$ cat src/design/clk_ctrl_pkg.sv
// Purpose: Shared constants and types for the clock generator control block
// Assumes: 250 MHz system clock, byte-wide registers on a 32-bit Wishbone bus
// Notes: Register offsets are byte addresses of aligned words
package clk_ctrl_pkg;

   // Register byte offsets
   localparam logic [7:0] OFF_PROC = 8'h00;
   localparam logic [7:0] OFF_MODE = 8'h04;
   localparam logic [7:0] OFF_MOSC = 8'h08;
   localparam logic [7:0] OFF_IOSC = 8'h0c;
   localparam logic [7:0] OFF_PIN = 8'h10;
   localparam logic [7:0] OFF_WAKE = 8'h14;

   // processor_clock_ctrl fields
   localparam int PROC_DIV_LSB = 0;
   localparam int PROC_CPU_SRC = 4;
   localparam int PROC_SUB_ACT = 5;
   localparam int PROC_SUB_FORCE = 6;
   // main_clock_mode fields
   localparam int MODE_MAIN_SRC = 0;
   localparam int MODE_MAIN_STS = 1;
   localparam int MODE_HS_SRC = 2;
   // main_osc_ctrl fields
   localparam int MOSC_STOP = 7;
   // internal_osc_ctrl fields
   localparam int IOSC_STOP = 0;
   localparam int IOSC_STABLE = 1;
   // osc_pin_mode_ctrl fields
   localparam int PIN_SUB_SEL = 4;
   localparam int PIN_SUB_EXT = 5;
   localparam int PIN_MAIN_SEL = 6;
   localparam int PIN_MAIN_EXT = 7;
   // wake stabilisation select field
   localparam int WAKE_LSB = 0;

   // Values after reset, and the highest legal divider code
   localparam logic [2:0] RST_CPU_DIV = 3'h1;
   localparam logic RST_MAIN_OSC_STOP = 1'b1;
   localparam logic [2:0] RST_WAKE_SEL = 3'h0;
   localparam logic [2:0] DIV_MAX_CODE = 3'h4;

   // Timing
   localparam int CLK_MHZ = 250;
   localparam int INT_STAB_NS = 2000;
   localparam int INT_STAB_CYCLES = (INT_STAB_NS * CLK_MHZ + 999) / 1000;
   localparam int SWITCH_NS = 16;
   localparam int SWITCH_CYCLES = (SWITCH_NS * CLK_MHZ + 999) / 1000;

   typedef enum logic [1:0] {
      PIN_PORT = 2'b00,
      PIN_OSC = 2'b01,
      PIN_EXT = 2'b10
   } pin_mode_t;

   typedef enum logic {
      PWR_RUN = 1'b0,
      PWR_STOP = 1'b1
   } pwr_state_t;

   // Pin pair mode from force, external select and enable bits
   function automatic pin_mode_t pin_mode(input logic force_osc, input logic ext,
                                          input logic sel);
      if (force_osc) begin
         pin_mode = PIN_OSC;
      end else if (!sel) begin
         pin_mode = PIN_PORT;
      end else if (ext) begin
         pin_mode = PIN_EXT;
      end else begin
         pin_mode = PIN_OSC;
      end
   endfunction

endpackage

$ cat src/design/osc_stab_timer.sv
// Purpose: Counts the accuracy settling time of a restarted oscillator
// Assumes: run_i low while the oscillator is halted
// Notes: stable_o drops on the first clock edge that samples run_i low
`timescale 1ns/10ps
module osc_stab_timer #(
   parameter int CYCLES = 500
) (
   // Clock and reset
   input wire logic clk_i,
   input wire logic rst_i,
   // Oscillator state
   input wire logic run_i,
   output logic stable_o
);
   localparam int W = $clog2(CYCLES + 1);
   localparam logic [W-1:0] LAST = W'(CYCLES - 1);

   logic [W-1:0] count;
   logic [W-1:0] next_count;
   logic next_stable;

   always_comb begin
      next_count = count;
      next_stable = stable_o;
      if (!run_i) begin
         next_count = '0;
         next_stable = 1'b0;
      end else if (!stable_o) begin
         if (count == LAST) begin
            next_stable = 1'b1;
         end else begin
            next_count = count + W'(1);
         end
      end
   end

   always_ff @(posedge clk_i) begin
      if (rst_i) begin
         count <= '0;
         stable_o <= 1'b0;
      end else begin
         count <= next_count;
         stable_o <= next_stable;
      end
   end
endmodule // osc_stab_timer

$ cat src/design/src_switch.sv
// Purpose: Follows a clock source request through the glitch-free mux delay
// Assumes: Request held stable while a switch is in progress
// Notes: cur_o is the source the mux really uses
`timescale 1ns/10ps
module src_switch #(
   parameter int CYCLES = 4
) (
   // Clock and reset
   input wire logic clk_i,
   input wire logic rst_i,
   // Source request and applied source
   input wire logic req_i,
   output logic cur_o
);
   localparam int W = $clog2(CYCLES + 1);
   localparam logic [W-1:0] LAST = W'(CYCLES - 1);

   logic [W-1:0] count;
   logic [W-1:0] next_count;
   logic next_cur;

   always_comb begin
      next_count = '0;
      next_cur = cur_o;
      if (req_i != cur_o) begin
         if (count == LAST) begin
            next_cur = req_i;
         end else begin
            next_count = count + W'(1);
         end
      end
   end

   always_ff @(posedge clk_i) begin
      if (rst_i) begin
         count <= '0;
         cur_o <= 1'b0;
      end else begin
         count <= next_count;
         cur_o <= next_cur;
      end
   end
endmodule // src_switch

$ cat src/design/osc_stop_start_clock_select.sv
// Purpose: Oscillator start/stop, clock source selection and CPU clock status
// Assumes: Classic Wishbone slave, stop and wake pulses from same-clock logic
// Notes: Prohibited divider codes are stored but never reach the divider
//
// Behaviour
// - Status flags report CPU source: internal, high-speed, or subsystem.
// - Main oscillator stop bit halts X1 or blocks external main input.
// - Clearing internal stop bit runs the internal high-speed oscillator.
// - Stable flag rises after settling; software may poll or skip it.
// - After reset internal oscillator runs and clocks the CPU.
// - Source selectors pick main and peripheral clocks per the table.
// - CPU runs from main clock divided by 1,2,4,8,16; default 2.
// - STOP instruction enters STOP mode and halts the internal oscillator.
// - Setting internal stop bit halts the internal high-speed oscillator.
// - Subsystem pins are ports after reset and while unused.
// - Subsystem pins enter XT1 mode by select, or forced by force bit.
// - Subsystem external mode: first pin port, second pin takes clock.
// - Selector bits sit at documented positions in their registers.
`timescale 1ns/10ps
module osc_stop_start_clock_select #(
   parameter int STAB_CYCLES = clk_ctrl_pkg::INT_STAB_CYCLES,
   parameter int MUX_CYCLES = clk_ctrl_pkg::SWITCH_CYCLES
) (
   // Clock and reset
   input wire logic clk_i,
   input wire logic rst_i,
   // Wishbone slave
   input wire logic cyc_i,
   input wire logic stb_i,
   input wire logic we_i,
   input wire logic [7:0] adr_i,
   input wire logic [3:0] sel_i,
   input wire logic [31:0] dat_i,
   output logic [31:0] dat_o,
   output logic ack_o,
   // Standby control
   input wire logic stop_exec_i,
   input wire logic wake_i,
   output logic stop_mode_o,
   // Oscillator enables and pin modes
   output logic x1_osc_en_o,
   output logic ext_main_en_o,
   output logic int_hs_en_o,
   output logic [1:0] main_pin_mode_o,
   output logic [1:0] sub_pin_mode_o,
   // Clock selection
   output logic main_clk_hs_o,
   output logic periph_clk_hs_o,
   output logic cpu_clk_sub_o,
   output logic [2:0] cpu_div_o,
   output logic [2:0] wake_stab_sel_o
);

   // Software-written control state
   logic [2:0] cpu_div;
   logic cpu_src_select;
   logic sub_osc_force;
   logic main_src_select;
   logic hs_src_select;
   logic main_osc_stop;
   logic int_hs_osc_stop;
   logic sub_osc_select;
   logic sub_ext_clk_sel;
   logic main_osc_select;
   logic main_ext_clk_sel;
   logic [2:0] wake_stab_time_sel;
   logic [2:0] next_cpu_div;
   logic next_cpu_src_select;
   logic next_sub_osc_force;
   logic next_main_src_select;
   logic next_hs_src_select;
   logic next_main_osc_stop;
   logic next_int_hs_osc_stop;
   logic next_sub_osc_select;
   logic next_sub_ext_clk_sel;
   logic next_main_osc_select;
   logic next_main_ext_clk_sel;
   logic [2:0] next_wake_stab_time_sel;
   // Bus answer
   logic [31:0] next_dat;
   logic next_ack;
   logic bus_req;
   logic bus_wr;
   logic [7:0] rd_byte;
   // Power state
   clk_ctrl_pkg::pwr_state_t pwr;
   clk_ctrl_pkg::pwr_state_t next_pwr;
   // Derived clocking
   logic int_hs_run;
   logic int_hs_stable;
   logic main_src_status;
   logic sub_clock_active;
   logic periph_hs_cur;
   logic main_hs_req;
   clk_ctrl_pkg::pin_mode_t main_mode;
   clk_ctrl_pkg::pin_mode_t sub_mode;
   // Output next values
   logic next_x1_en;
   logic next_ext_main_en;
   logic next_int_hs_en;
   logic [2:0] next_cpu_div_o;

   assign bus_req = cyc_i && stb_i && !ack_o;
   assign bus_wr = bus_req && we_i && sel_i[0];

   always_comb begin
      next_cpu_div = cpu_div;
      next_cpu_src_select = cpu_src_select;
      next_sub_osc_force = sub_osc_force;
      next_main_src_select = main_src_select;
      next_hs_src_select = hs_src_select;
      next_main_osc_stop = main_osc_stop;
      next_int_hs_osc_stop = int_hs_osc_stop;
      next_sub_osc_select = sub_osc_select;
      next_sub_ext_clk_sel = sub_ext_clk_sel;
      next_main_osc_select = main_osc_select;
      next_main_ext_clk_sel = main_ext_clk_sel;
      next_wake_stab_time_sel = wake_stab_time_sel;
      if (bus_wr) begin
         unique case (adr_i)
            clk_ctrl_pkg::OFF_PROC: begin
               next_cpu_div = dat_i[clk_ctrl_pkg::PROC_DIV_LSB +: 3];
               next_cpu_src_select = dat_i[clk_ctrl_pkg::PROC_CPU_SRC];
               next_sub_osc_force = dat_i[clk_ctrl_pkg::PROC_SUB_FORCE];
            end
            clk_ctrl_pkg::OFF_MODE: begin
               next_main_src_select = dat_i[clk_ctrl_pkg::MODE_MAIN_SRC];
               next_hs_src_select = dat_i[clk_ctrl_pkg::MODE_HS_SRC];
            end
            clk_ctrl_pkg::OFF_MOSC: next_main_osc_stop = dat_i[clk_ctrl_pkg::MOSC_STOP];
            clk_ctrl_pkg::OFF_IOSC: next_int_hs_osc_stop = dat_i[clk_ctrl_pkg::IOSC_STOP];
            clk_ctrl_pkg::OFF_PIN: begin
               next_sub_osc_select = dat_i[clk_ctrl_pkg::PIN_SUB_SEL];
               next_sub_ext_clk_sel = dat_i[clk_ctrl_pkg::PIN_SUB_EXT];
               next_main_osc_select = dat_i[clk_ctrl_pkg::PIN_MAIN_SEL];
               next_main_ext_clk_sel = dat_i[clk_ctrl_pkg::PIN_MAIN_EXT];
            end
            clk_ctrl_pkg::OFF_WAKE: next_wake_stab_time_sel = dat_i[clk_ctrl_pkg::WAKE_LSB +: 3];
            default: begin
               // Unmapped writes are acknowledged and dropped
            end
         endcase
      end
   end

   always_ff @(posedge clk_i) begin
      if (rst_i) begin
         cpu_div <= clk_ctrl_pkg::RST_CPU_DIV;
         cpu_src_select <= 1'b0;
         sub_osc_force <= 1'b0;
         main_src_select <= 1'b0;
         hs_src_select <= 1'b0;
         main_osc_stop <= clk_ctrl_pkg::RST_MAIN_OSC_STOP;
         int_hs_osc_stop <= 1'b0;
         sub_osc_select <= 1'b0;
         sub_ext_clk_sel <= 1'b0;
         main_osc_select <= 1'b0;
         main_ext_clk_sel <= 1'b0;
         wake_stab_time_sel <= clk_ctrl_pkg::RST_WAKE_SEL;
      end else begin
         cpu_div <= next_cpu_div;
         cpu_src_select <= next_cpu_src_select;
         sub_osc_force <= next_sub_osc_force;
         main_src_select <= next_main_src_select;
         hs_src_select <= next_hs_src_select;
         main_osc_stop <= next_main_osc_stop;
         int_hs_osc_stop <= next_int_hs_osc_stop;
         sub_osc_select <= next_sub_osc_select;
         sub_ext_clk_sel <= next_sub_ext_clk_sel;
         main_osc_select <= next_main_osc_select;
         main_ext_clk_sel <= next_main_ext_clk_sel;
         wake_stab_time_sel <= next_wake_stab_time_sel;
      end
   end

   always_comb begin
      next_pwr = pwr;
      unique case (pwr)
         clk_ctrl_pkg::PWR_RUN: next_pwr = stop_exec_i ? clk_ctrl_pkg::PWR_STOP : pwr;
         clk_ctrl_pkg::PWR_STOP: next_pwr = wake_i ? clk_ctrl_pkg::PWR_RUN : pwr;
      endcase
   end

   always_ff @(posedge clk_i) begin
      if (rst_i) begin
         pwr <= clk_ctrl_pkg::PWR_RUN;
      end else begin
         pwr <= next_pwr;
      end
   end
   // clear to run, set to halt
   assign int_hs_run = !int_hs_osc_stop && (pwr == clk_ctrl_pkg::PWR_RUN);
   osc_stab_timer #(
      .CYCLES(STAB_CYCLES)
   ) u_int_stab (
      .clk_i(clk_i),
      .rst_i(rst_i),
      .run_i(int_hs_run),
      .stable_o(int_hs_stable)
   );
   // forced or selected XT1, external subsystem input
   assign sub_mode = clk_ctrl_pkg::pin_mode(sub_osc_force, sub_ext_clk_sel, sub_osc_select);
   assign main_mode = clk_ctrl_pkg::pin_mode(1'b0, main_ext_clk_sel, main_osc_select);
   // main follows high-speed only with both selectors set
   assign main_hs_req = hs_src_select && main_src_select;
   src_switch #(
      .CYCLES(MUX_CYCLES)
   ) u_main_sw (
      .clk_i(clk_i),
      .rst_i(rst_i),
      .req_i(main_hs_req),
      .cur_o(main_src_status)
   );
   src_switch #(
      .CYCLES(MUX_CYCLES)
   ) u_periph_sw (
      .clk_i(clk_i),
      .rst_i(rst_i),
      .req_i(hs_src_select),
      .cur_o(periph_hs_cur)
   );
   src_switch #(
      .CYCLES(MUX_CYCLES)
   ) u_cpu_sw (
      .clk_i(clk_i),
      .rst_i(rst_i),
      .req_i(cpu_src_select),
      .cur_o(sub_clock_active)
   );

   // Oscillator enables and divider feed
   always_comb begin
      // stop bit halts X1 or blocks input
      next_x1_en = (main_mode == clk_ctrl_pkg::PIN_OSC) && !main_osc_stop &&
                   (pwr == clk_ctrl_pkg::PWR_RUN);
      next_ext_main_en = (main_mode == clk_ctrl_pkg::PIN_EXT) && !main_osc_stop &&
                         (pwr == clk_ctrl_pkg::PWR_RUN);
      next_int_hs_en = int_hs_run;
      // prohibited codes keep the last legal ratio
      next_cpu_div_o = (cpu_div <= clk_ctrl_pkg::DIV_MAX_CODE) ? cpu_div : cpu_div_o;
   end

   always_ff @(posedge clk_i) begin
      if (rst_i) begin
         x1_osc_en_o <= 1'b0;
         ext_main_en_o <= 1'b0;
         int_hs_en_o <= 1'b0;
         main_pin_mode_o <= clk_ctrl_pkg::PIN_PORT;
         sub_pin_mode_o <= clk_ctrl_pkg::PIN_PORT;
         main_clk_hs_o <= 1'b0;
         periph_clk_hs_o <= 1'b0;
         cpu_clk_sub_o <= 1'b0;
         cpu_div_o <= clk_ctrl_pkg::RST_CPU_DIV;
         wake_stab_sel_o <= clk_ctrl_pkg::RST_WAKE_SEL;
         stop_mode_o <= 1'b0;
      end else begin
         x1_osc_en_o <= next_x1_en;
         ext_main_en_o <= next_ext_main_en;
         int_hs_en_o <= next_int_hs_en;
         main_pin_mode_o <= main_mode;
         sub_pin_mode_o <= sub_mode;
         main_clk_hs_o <= main_src_status;
         periph_clk_hs_o <= periph_hs_cur;
         cpu_clk_sub_o <= sub_clock_active;
         cpu_div_o <= next_cpu_div_o;
         wake_stab_sel_o <= wake_stab_time_sel;
         stop_mode_o <= (next_pwr == clk_ctrl_pkg::PWR_STOP);
      end
   end

   // Register read-back
   always_comb begin
      rd_byte = 8'h00;
      unique case (adr_i)
         clk_ctrl_pkg::OFF_PROC: begin
            rd_byte[clk_ctrl_pkg::PROC_DIV_LSB +: 3] = cpu_div;
            rd_byte[clk_ctrl_pkg::PROC_CPU_SRC] = cpu_src_select;
            rd_byte[clk_ctrl_pkg::PROC_SUB_ACT] = sub_clock_active;
            rd_byte[clk_ctrl_pkg::PROC_SUB_FORCE] = sub_osc_force;
         end
         clk_ctrl_pkg::OFF_MODE: begin
            rd_byte[clk_ctrl_pkg::MODE_MAIN_SRC] = main_src_select;
            rd_byte[clk_ctrl_pkg::MODE_MAIN_STS] = main_src_status;
            rd_byte[clk_ctrl_pkg::MODE_HS_SRC] = hs_src_select;
         end
         clk_ctrl_pkg::OFF_MOSC: rd_byte[clk_ctrl_pkg::MOSC_STOP] = main_osc_stop;
         clk_ctrl_pkg::OFF_IOSC: begin
            rd_byte[clk_ctrl_pkg::IOSC_STOP] = int_hs_osc_stop;
            rd_byte[clk_ctrl_pkg::IOSC_STABLE] = int_hs_stable;
         end
         clk_ctrl_pkg::OFF_PIN: begin
            rd_byte[clk_ctrl_pkg::PIN_SUB_SEL] = sub_osc_select;
            rd_byte[clk_ctrl_pkg::PIN_SUB_EXT] = sub_ext_clk_sel;
            rd_byte[clk_ctrl_pkg::PIN_MAIN_SEL] = main_osc_select;
            rd_byte[clk_ctrl_pkg::PIN_MAIN_EXT] = main_ext_clk_sel;
         end
         clk_ctrl_pkg::OFF_WAKE: rd_byte[clk_ctrl_pkg::WAKE_LSB +: 3] = wake_stab_time_sel;
         default: rd_byte = 8'h00;
      endcase
      next_ack = bus_req;
      next_dat = 32'h00000000;
      if (bus_req && !we_i) begin
         next_dat = {24'h000000, rd_byte};
      end
   end

   // Answer one cycle after the request; reads zero outside a read ack
   always_ff @(posedge clk_i) begin
      if (rst_i) begin
         ack_o <= 1'b0;
         dat_o <= 32'h00000000;
      end else begin
         ack_o <= next_ack;
         dat_o <= next_dat;
      end
   end

endmodule // osc_stop_start_clock_select

$ cat config.mk
export PLATFORM = sky130hd
export DESIGN_NAME = osc_stop_start_clock_select
export DESIGN_NICKNAME = d
export VERILOG_FILES = /design/src/design/clk_ctrl_pkg.sv /design/src/design/osc_stab_timer.sv /design/src/design/src_switch.sv /design/src/design/osc_stop_start_clock_select.sv
export SDC_FILE = /design/constraint.sdc
export NUM_CORES = 1
export LEC_CHECK = 0
export ABC_AREA = 1
export BUFFER_PORTS_ARGS = -buffer_cell sky130_fd_sc_hd__buf_2
export CORE_ASPECT_RATIO = 1.25
export CORE_MARGIN = 2
export CORE_UTILIZATION = 50
export DETAILED_ROUTE_END_ITERATION = 6
export PLACE_DENSITY = 0.81
export SYNTH_ARGS = -nofsm -noshare
export SYNTH_HDL_FRONTEND = slang
export SYNTH_SLANG_ARGS = --single-unit
$ cat constraint.sdc
create_clock -name clk_i -period 1.65 [get_ports clk_i]
set_clock_uncertainty 0.1 [all_clocks]
set_input_delay 0.33 -clock clk_i [delete_from_list [all_inputs] [get_ports clk_i]]
set_output_delay 0.33 -clock clk_i [all_outputs]
set_load 0.05 [all_outputs]
== Word-level counts from Yosys, hierarchy flattened ==
Index checks and enable logic that the tools add are counted.

* Add/sub/neg operators: 4
* Order comparisons: 1
* Equal/unequal tests: 14
* Mux-type cells: 14
* Bitwise logic cells: 9
* Reductions and logical operators: 32

{| class="wikitable"
|+ Operators by type and width
! operator !! number
|-
| AND reduction 2 bit || 10
|-
| equality test 8 x 4 -> 1 bit (second input constant) || 2
|-
| equality test 8 x 5 -> 1 bit (second input constant) || 2
|-
| OR reduction 3 bit || 4
|-
| logical AND 1 bit || 11
|-
| adder 3 x 1 -> 3 bit (second input constant) || 3
|-
| adder 9 x 1 -> 9 bit (second input constant) || 1
|-
| equality test 3 x 2 -> 1 bit (second input constant) || 3
|-
| equality test 9 bit (second input constant) || 1
|-
| NOT 1 bit || 9
|-
| equality test 8 x 3 -> 1 bit (second input constant) || 1
|-
| zero test 8 bit || 1
|-
| one-hot mux 2 bit (4 select lines) || 1
|-
| 2-to-1 mux 1 bit || 6
|-
| 2-to-1 mux 2 bit || 3
|-
| one-hot mux 3 bit (2 select lines) || 1
|-
| zero test 1 bit || 4
|-
| one-hot mux 1 bit (2 select lines) || 2
|-
| OR reduction 2 bit || 2
|-
| <= comparator 3 bit (second input constant) || 1
|-
| inequality test 1 bit || 3
|-
| one-hot mux 1 bit (3 select lines) || 1
|-
| equality test 2 x 1 -> 1 bit (second input constant) || 1
|-
| equality test 2 bit (second input constant) || 1
|}

* Register bits: 88
* Input port bits: 51
* Logic and storage cells: 109

== Logic depth before layout (Yosys ltp) ==
* Depth in word-level cells: 5
* Mapped depth: 8

== Hierarchy ==
From an unflattened synthesis, not the netlist that was laid out.

* Cells, all modules: 389
* Area, all modules: 2960.3 um^2

{| class="wikitable"
|+ Modules (own cells, without submodules)
! module !! times used !! cells each !! area each (um^2)
|-
| osc_stop_start_clock_select || 1 || 243 || 1866.8
|-
| osc_stab_timer || 1 || 83 || 579.3
|-
| src_switch || 3 || 21 || 171.4
|}

== Worst setup path before layout ==
OpenSTA, ideal clock, no wires.

* Path kind: reg2reg
* Start: register ack_o
* End: register cpu_src_select
* Data arrival time: 1.259 ns
* Required time: 1.434 ns
* Path slack: 0.175 ns
* Stages on the path, launching flop included: 9
* Cells stage by stage: dfxtp_1 inv_1 nand3_1 nor2_1 buf_4 nand2_4 clkinv_4 nor2_1 nor2_1

* Word-level cells in the longest chain between the ends: 5

{| class="wikitable"
|+ Ends and longest elaborated chain
! what !! RTL line !! source
|-
| start, declared || osc_stop_start_clock_select.sv:35 || <nowiki>output logic ack_o,</nowiki>
|-
| start signal, assigned || osc_stop_start_clock_select.sv:313 || <nowiki>ack_o <= next_ack;</nowiki>
|-
| zero test 1 bit || osc_stop_start_clock_select.sv:103 || <nowiki>assign bus_req = cyc_i && stb_i && !ack_o;</nowiki>
|-
| logical AND 1 bit || osc_stop_start_clock_select.sv:103 ||
|-
| logical AND 1 bit (2 in series) || osc_stop_start_clock_select.sv:104 || <nowiki>assign bus_wr = bus_req && we_i && sel_i[0];</nowiki>
|-
| AND reduction 2 bit (no line) || n/a ||
|-
| end signal, assigned || osc_stop_start_clock_select.sv:162 || <nowiki>cpu_src_select <= next_cpu_src_select;</nowiki>
|-
| end, declared || osc_stop_start_clock_select.sv:56 || <nowiki>logic cpu_src_select;</nowiki>
|}

Every way passes these cells.
A chain may end at the register's enable or synchronous reset.

== Worst setup path after layout ==
* Start: register u_int_stab.count[0]
* End: register u_int_stab.count[0]

* Word-level cells in the longest chain between the ends: 3
* Elaborated cells between the ends (all ways): 4

{| class="wikitable"
|+ Ends and longest elaborated chain
! what !! RTL line !! source
|-
| start, declared || osc_stab_timer.sv:18 || <nowiki>logic [W-1:0] count;</nowiki>
|-
| start signal, assigned || osc_stab_timer.sv:42 || <nowiki>count <= next_count;</nowiki>
|-
| branches (longest 3 deep; another with adder 9 x 1 -> 9 bit) || n/a ||
|}

Parallel ways; which one is timed is not known.

==> impl_metrics.csv <==
group,metric,value,unit
outcome,status,"complete, no violations",
sta,setup_viol,0,
place,dp_cells,506,
drt,viasPerCell,4.77,
sta,fin_ws,149,ps
die,die-area,6450,sq um
sta,fin_hold_ws,62.5,ps
yosys,synth_top_area_share,43.3,%
die,placementRows,31,
sta,report.final.slew_viol_count,0,
yosys,ys_types,28,
yosys,netlist_area,2910,sq um
finish,nNetsFinal,509,
min_path,hp-class,"input pin to register",
die,start_util,51.1,%
yosys,synth_cells,395,
setup_path,crit_path_frequent_cell,"nand2_1",
setup_path,worst_path_max_delay_cell,"dfxtp_1",
setup_path,path_class,"register to register",
grt,grt_pass1_wl,9470,um
drt,ant_nets,0,
finish,syn2layout_area_growth,17.1,%
finish,diodes,0,
grt,antenna_found_initial,0,
sta,finalSetupTns,0,ps
finish,fin_util,59.8,%
setup_path,crit_path_max_fanout,6,
sta,hold_viol,0,
power_and_ir_drop,vdd_ir_drop_max,0.000543,V
drt,first_pass_iters,4,
power_and_ir_drop,leakagePower,1.60,nW
yosys,synth.largest_area_cell,"dfxtp_1",
sta,min_period_over_period,91.0,%
power_and_ir_drop,pwr_density_cell,1050,nW/um^2
cts,clkTransAtPathRegs,80,ps
yosys,synth_warnings,0,
drt,drtIter0Drc,158,
setup_path,crit_arrival,1660,ps
place,placed_area,3140,sq um
cts,ctsHoldBuffers,0,
finish,multi_input_area,1330,sq um
cts,post_cts_buffers,0,
grt,grt_max_degree,14,
die,die_w,72.3,um
cts,cts_max_level,3,
finish,design_area,3410,sq um
grt,grt_pass1_vias,2288,
yosys,yosys-top-cells-area,"dfxtp_1 43%, nand2_1 9.7%, nor2_1 9.7%",
grt,grt_usage,19.2,%
place,place_ws,169,ps
place,place_congestion,0.834,
drt,wl,5910,um
yosys,ys_seq_elements,63,
drt,wl_per_cell,11.3,um
cts,cts_tree,"built",
die,core-area,5700,sq um
die,num_io_pins,101,
yosys,synth_area_per_cell,7.37,sq um
flow_run,max-cap-violations,0,
finish,seqCellArea,1260,sq um
finish,final.fill_count,500,
power_and_ir_drop,total_power,3.59,mW
drt,vias,2491,
finish,drive_gt1_share,19.5,%
setup_path,crit_path_cell_trace,"ha_1 > nand2_1 > nor2_2 > nand2_2 > nand2_4 > nand2_1 > a21oi_1",
place,hpwl,4460,um
cts,root_buffer,"clkbuf_8",
cts,post_cts_resize_count,0,
yosys,ys_seq_area_share,43.3,%
sta,max_freq,666,MHz
place,portBuffers,47,
setup_path,slowest_delay,390,ps
sta,grt_setup_unrepaired,"no",
cts,clk_latency,330,ps
setup_path,start_kind,"register",
sta,finalCriticalPeriod,1500,ps
setup_path,critical_path_required,1810,ps
cts,cts_buffer_depth,2,
grt,grt-ovfl-total,0,
cts,cts_num_sinks,63,
finish,layoutNonFillerInstCount,522,
setup_path,critPathCaptureType,"register",
drt,drc,0,
setup_path,reg2reg_slack,150,ps
cts,cts_made_buffers,9,
die,die_h,89.3,um
## logic make-up after synthesis
| group | count (synthesis) | share of synthesized area (%) |
|---|---|---|
| buf+inv | 82 | 14.2 |
| simple gates | 198 | 30.7 |
| flops | 63 | 43.3 |
| other cells | 1 | 0.129 |
| compound gates | 42 | 8.04 |
| xor+xnor | 2 | 0.602 |
| fa+ha+maj | 7 | 3.01 |
## sequential cells by signal (all words and copies together) (netlist names), 2 cells and up
name                flops
u_periph_sw.count       3
cpu_div_o               3
u_cpu_sw.count          3
dat_o                   7
u_main_sw.count         3
wake_stab_sel_o         3
wake_stab_time_sel      3
sub_pin_mode_o          2
main_pin_mode_o         2
cpu_div                 3
u_int_stab.count        9
## layout by cell type (no fill, tap or decap), drive strengths merged
master / instances
or2: 1
clkbuf: 9
nand4: 2
xor2: 2
a21oi: 23
nor3: 6
nor4: 2
ha: 7
dfxtp: 63
clkinvlp: 1
o211ai: 5
bufinv: 4
inv: 50
o21ai: 14
conb: 25
buf: 51
nor2: 84
nand3: 21
clkinv: 4
nand2: 82
## synthesized netlist by cell type
cell	n
nand2_1	75
nor2_1	75
dfxtp_1	63
inv_1	50
buf_4	26
a21oi_1	22
nand3_1	21
o21ai_0	14
ha_1	7
nor2_4	5
nor3_1	5
o211ai_1	5
nand2_4	4
nand2_2	3
nor2_2	3
buf_2	2
nand4_1	2
nor4_1	2
xor2_1	2
a21oi_4	1
buf_1	1
clkbuf_1	1
clkinv_2	1
clkinv_4	1
conb_1	1
nor2_8	1
nor3_2	1
or2_2	1
## area by class of cell
class	instances	share of cell area, %
clock buffers	9	3.63
clock inverters	7	4.26
inverters	52	5.91
multi-input cells	274	39.0
flip-flops and latches	63	37.0
well taps	66	2.42
repair buffers	51	7.78
## power by group
group	internal, mW	switching (mW)	total, mW	leakage, nW
combinational	0.0509	0.227	0.278	0.958
sequential	1.53	0.00899	1.54	0.509
clock	1.16	0.611	1.77	0.130
## critical path, delay by kind of cell, from the launching register on
| kind | cells | cell delay, ps |
|---|---|---|
| AND/OR/NAND/NOR | 5 | 550 |
| adder cells (fa/ha/maj) | 1 | 250 |
| AO/OA/AOI/OAI | 1 | 150 |
| flip-flops | 1 | 390 |
## metal layers
| layer | vias to the layer above | part of all wire [%] | GRT usage (%) | wire length, um |
|---|---|---|---|---|
| met2 | 52 | 53 | 34.4 | 3110 |
| met4 | 0 | 1.8 | 9.43 | 106 |
| met1 | 1138 | 41 | 20.6 | 2450 |
| li1 | 1293 | - | - | - |
| met3 | 8 | 4.1 | 5.52 | 240 |
| met5 | - | 0 | 0 | 0 |
## final timing paths
check	depth (start not counted)	endpoint	from
setup / recovery	7	u_int_stab.count[0]	u_int_stab.count[0]
hold / removal	2	stop_mode_o	wake_i
setup reg to reg	7	u_int_stab.count[0]	u_int_stab.count[0]
hold reg to reg	1	u_cpu_sw.count[0]	u_cpu_sw.count[0]
Power figures use the tool's default switching activity.
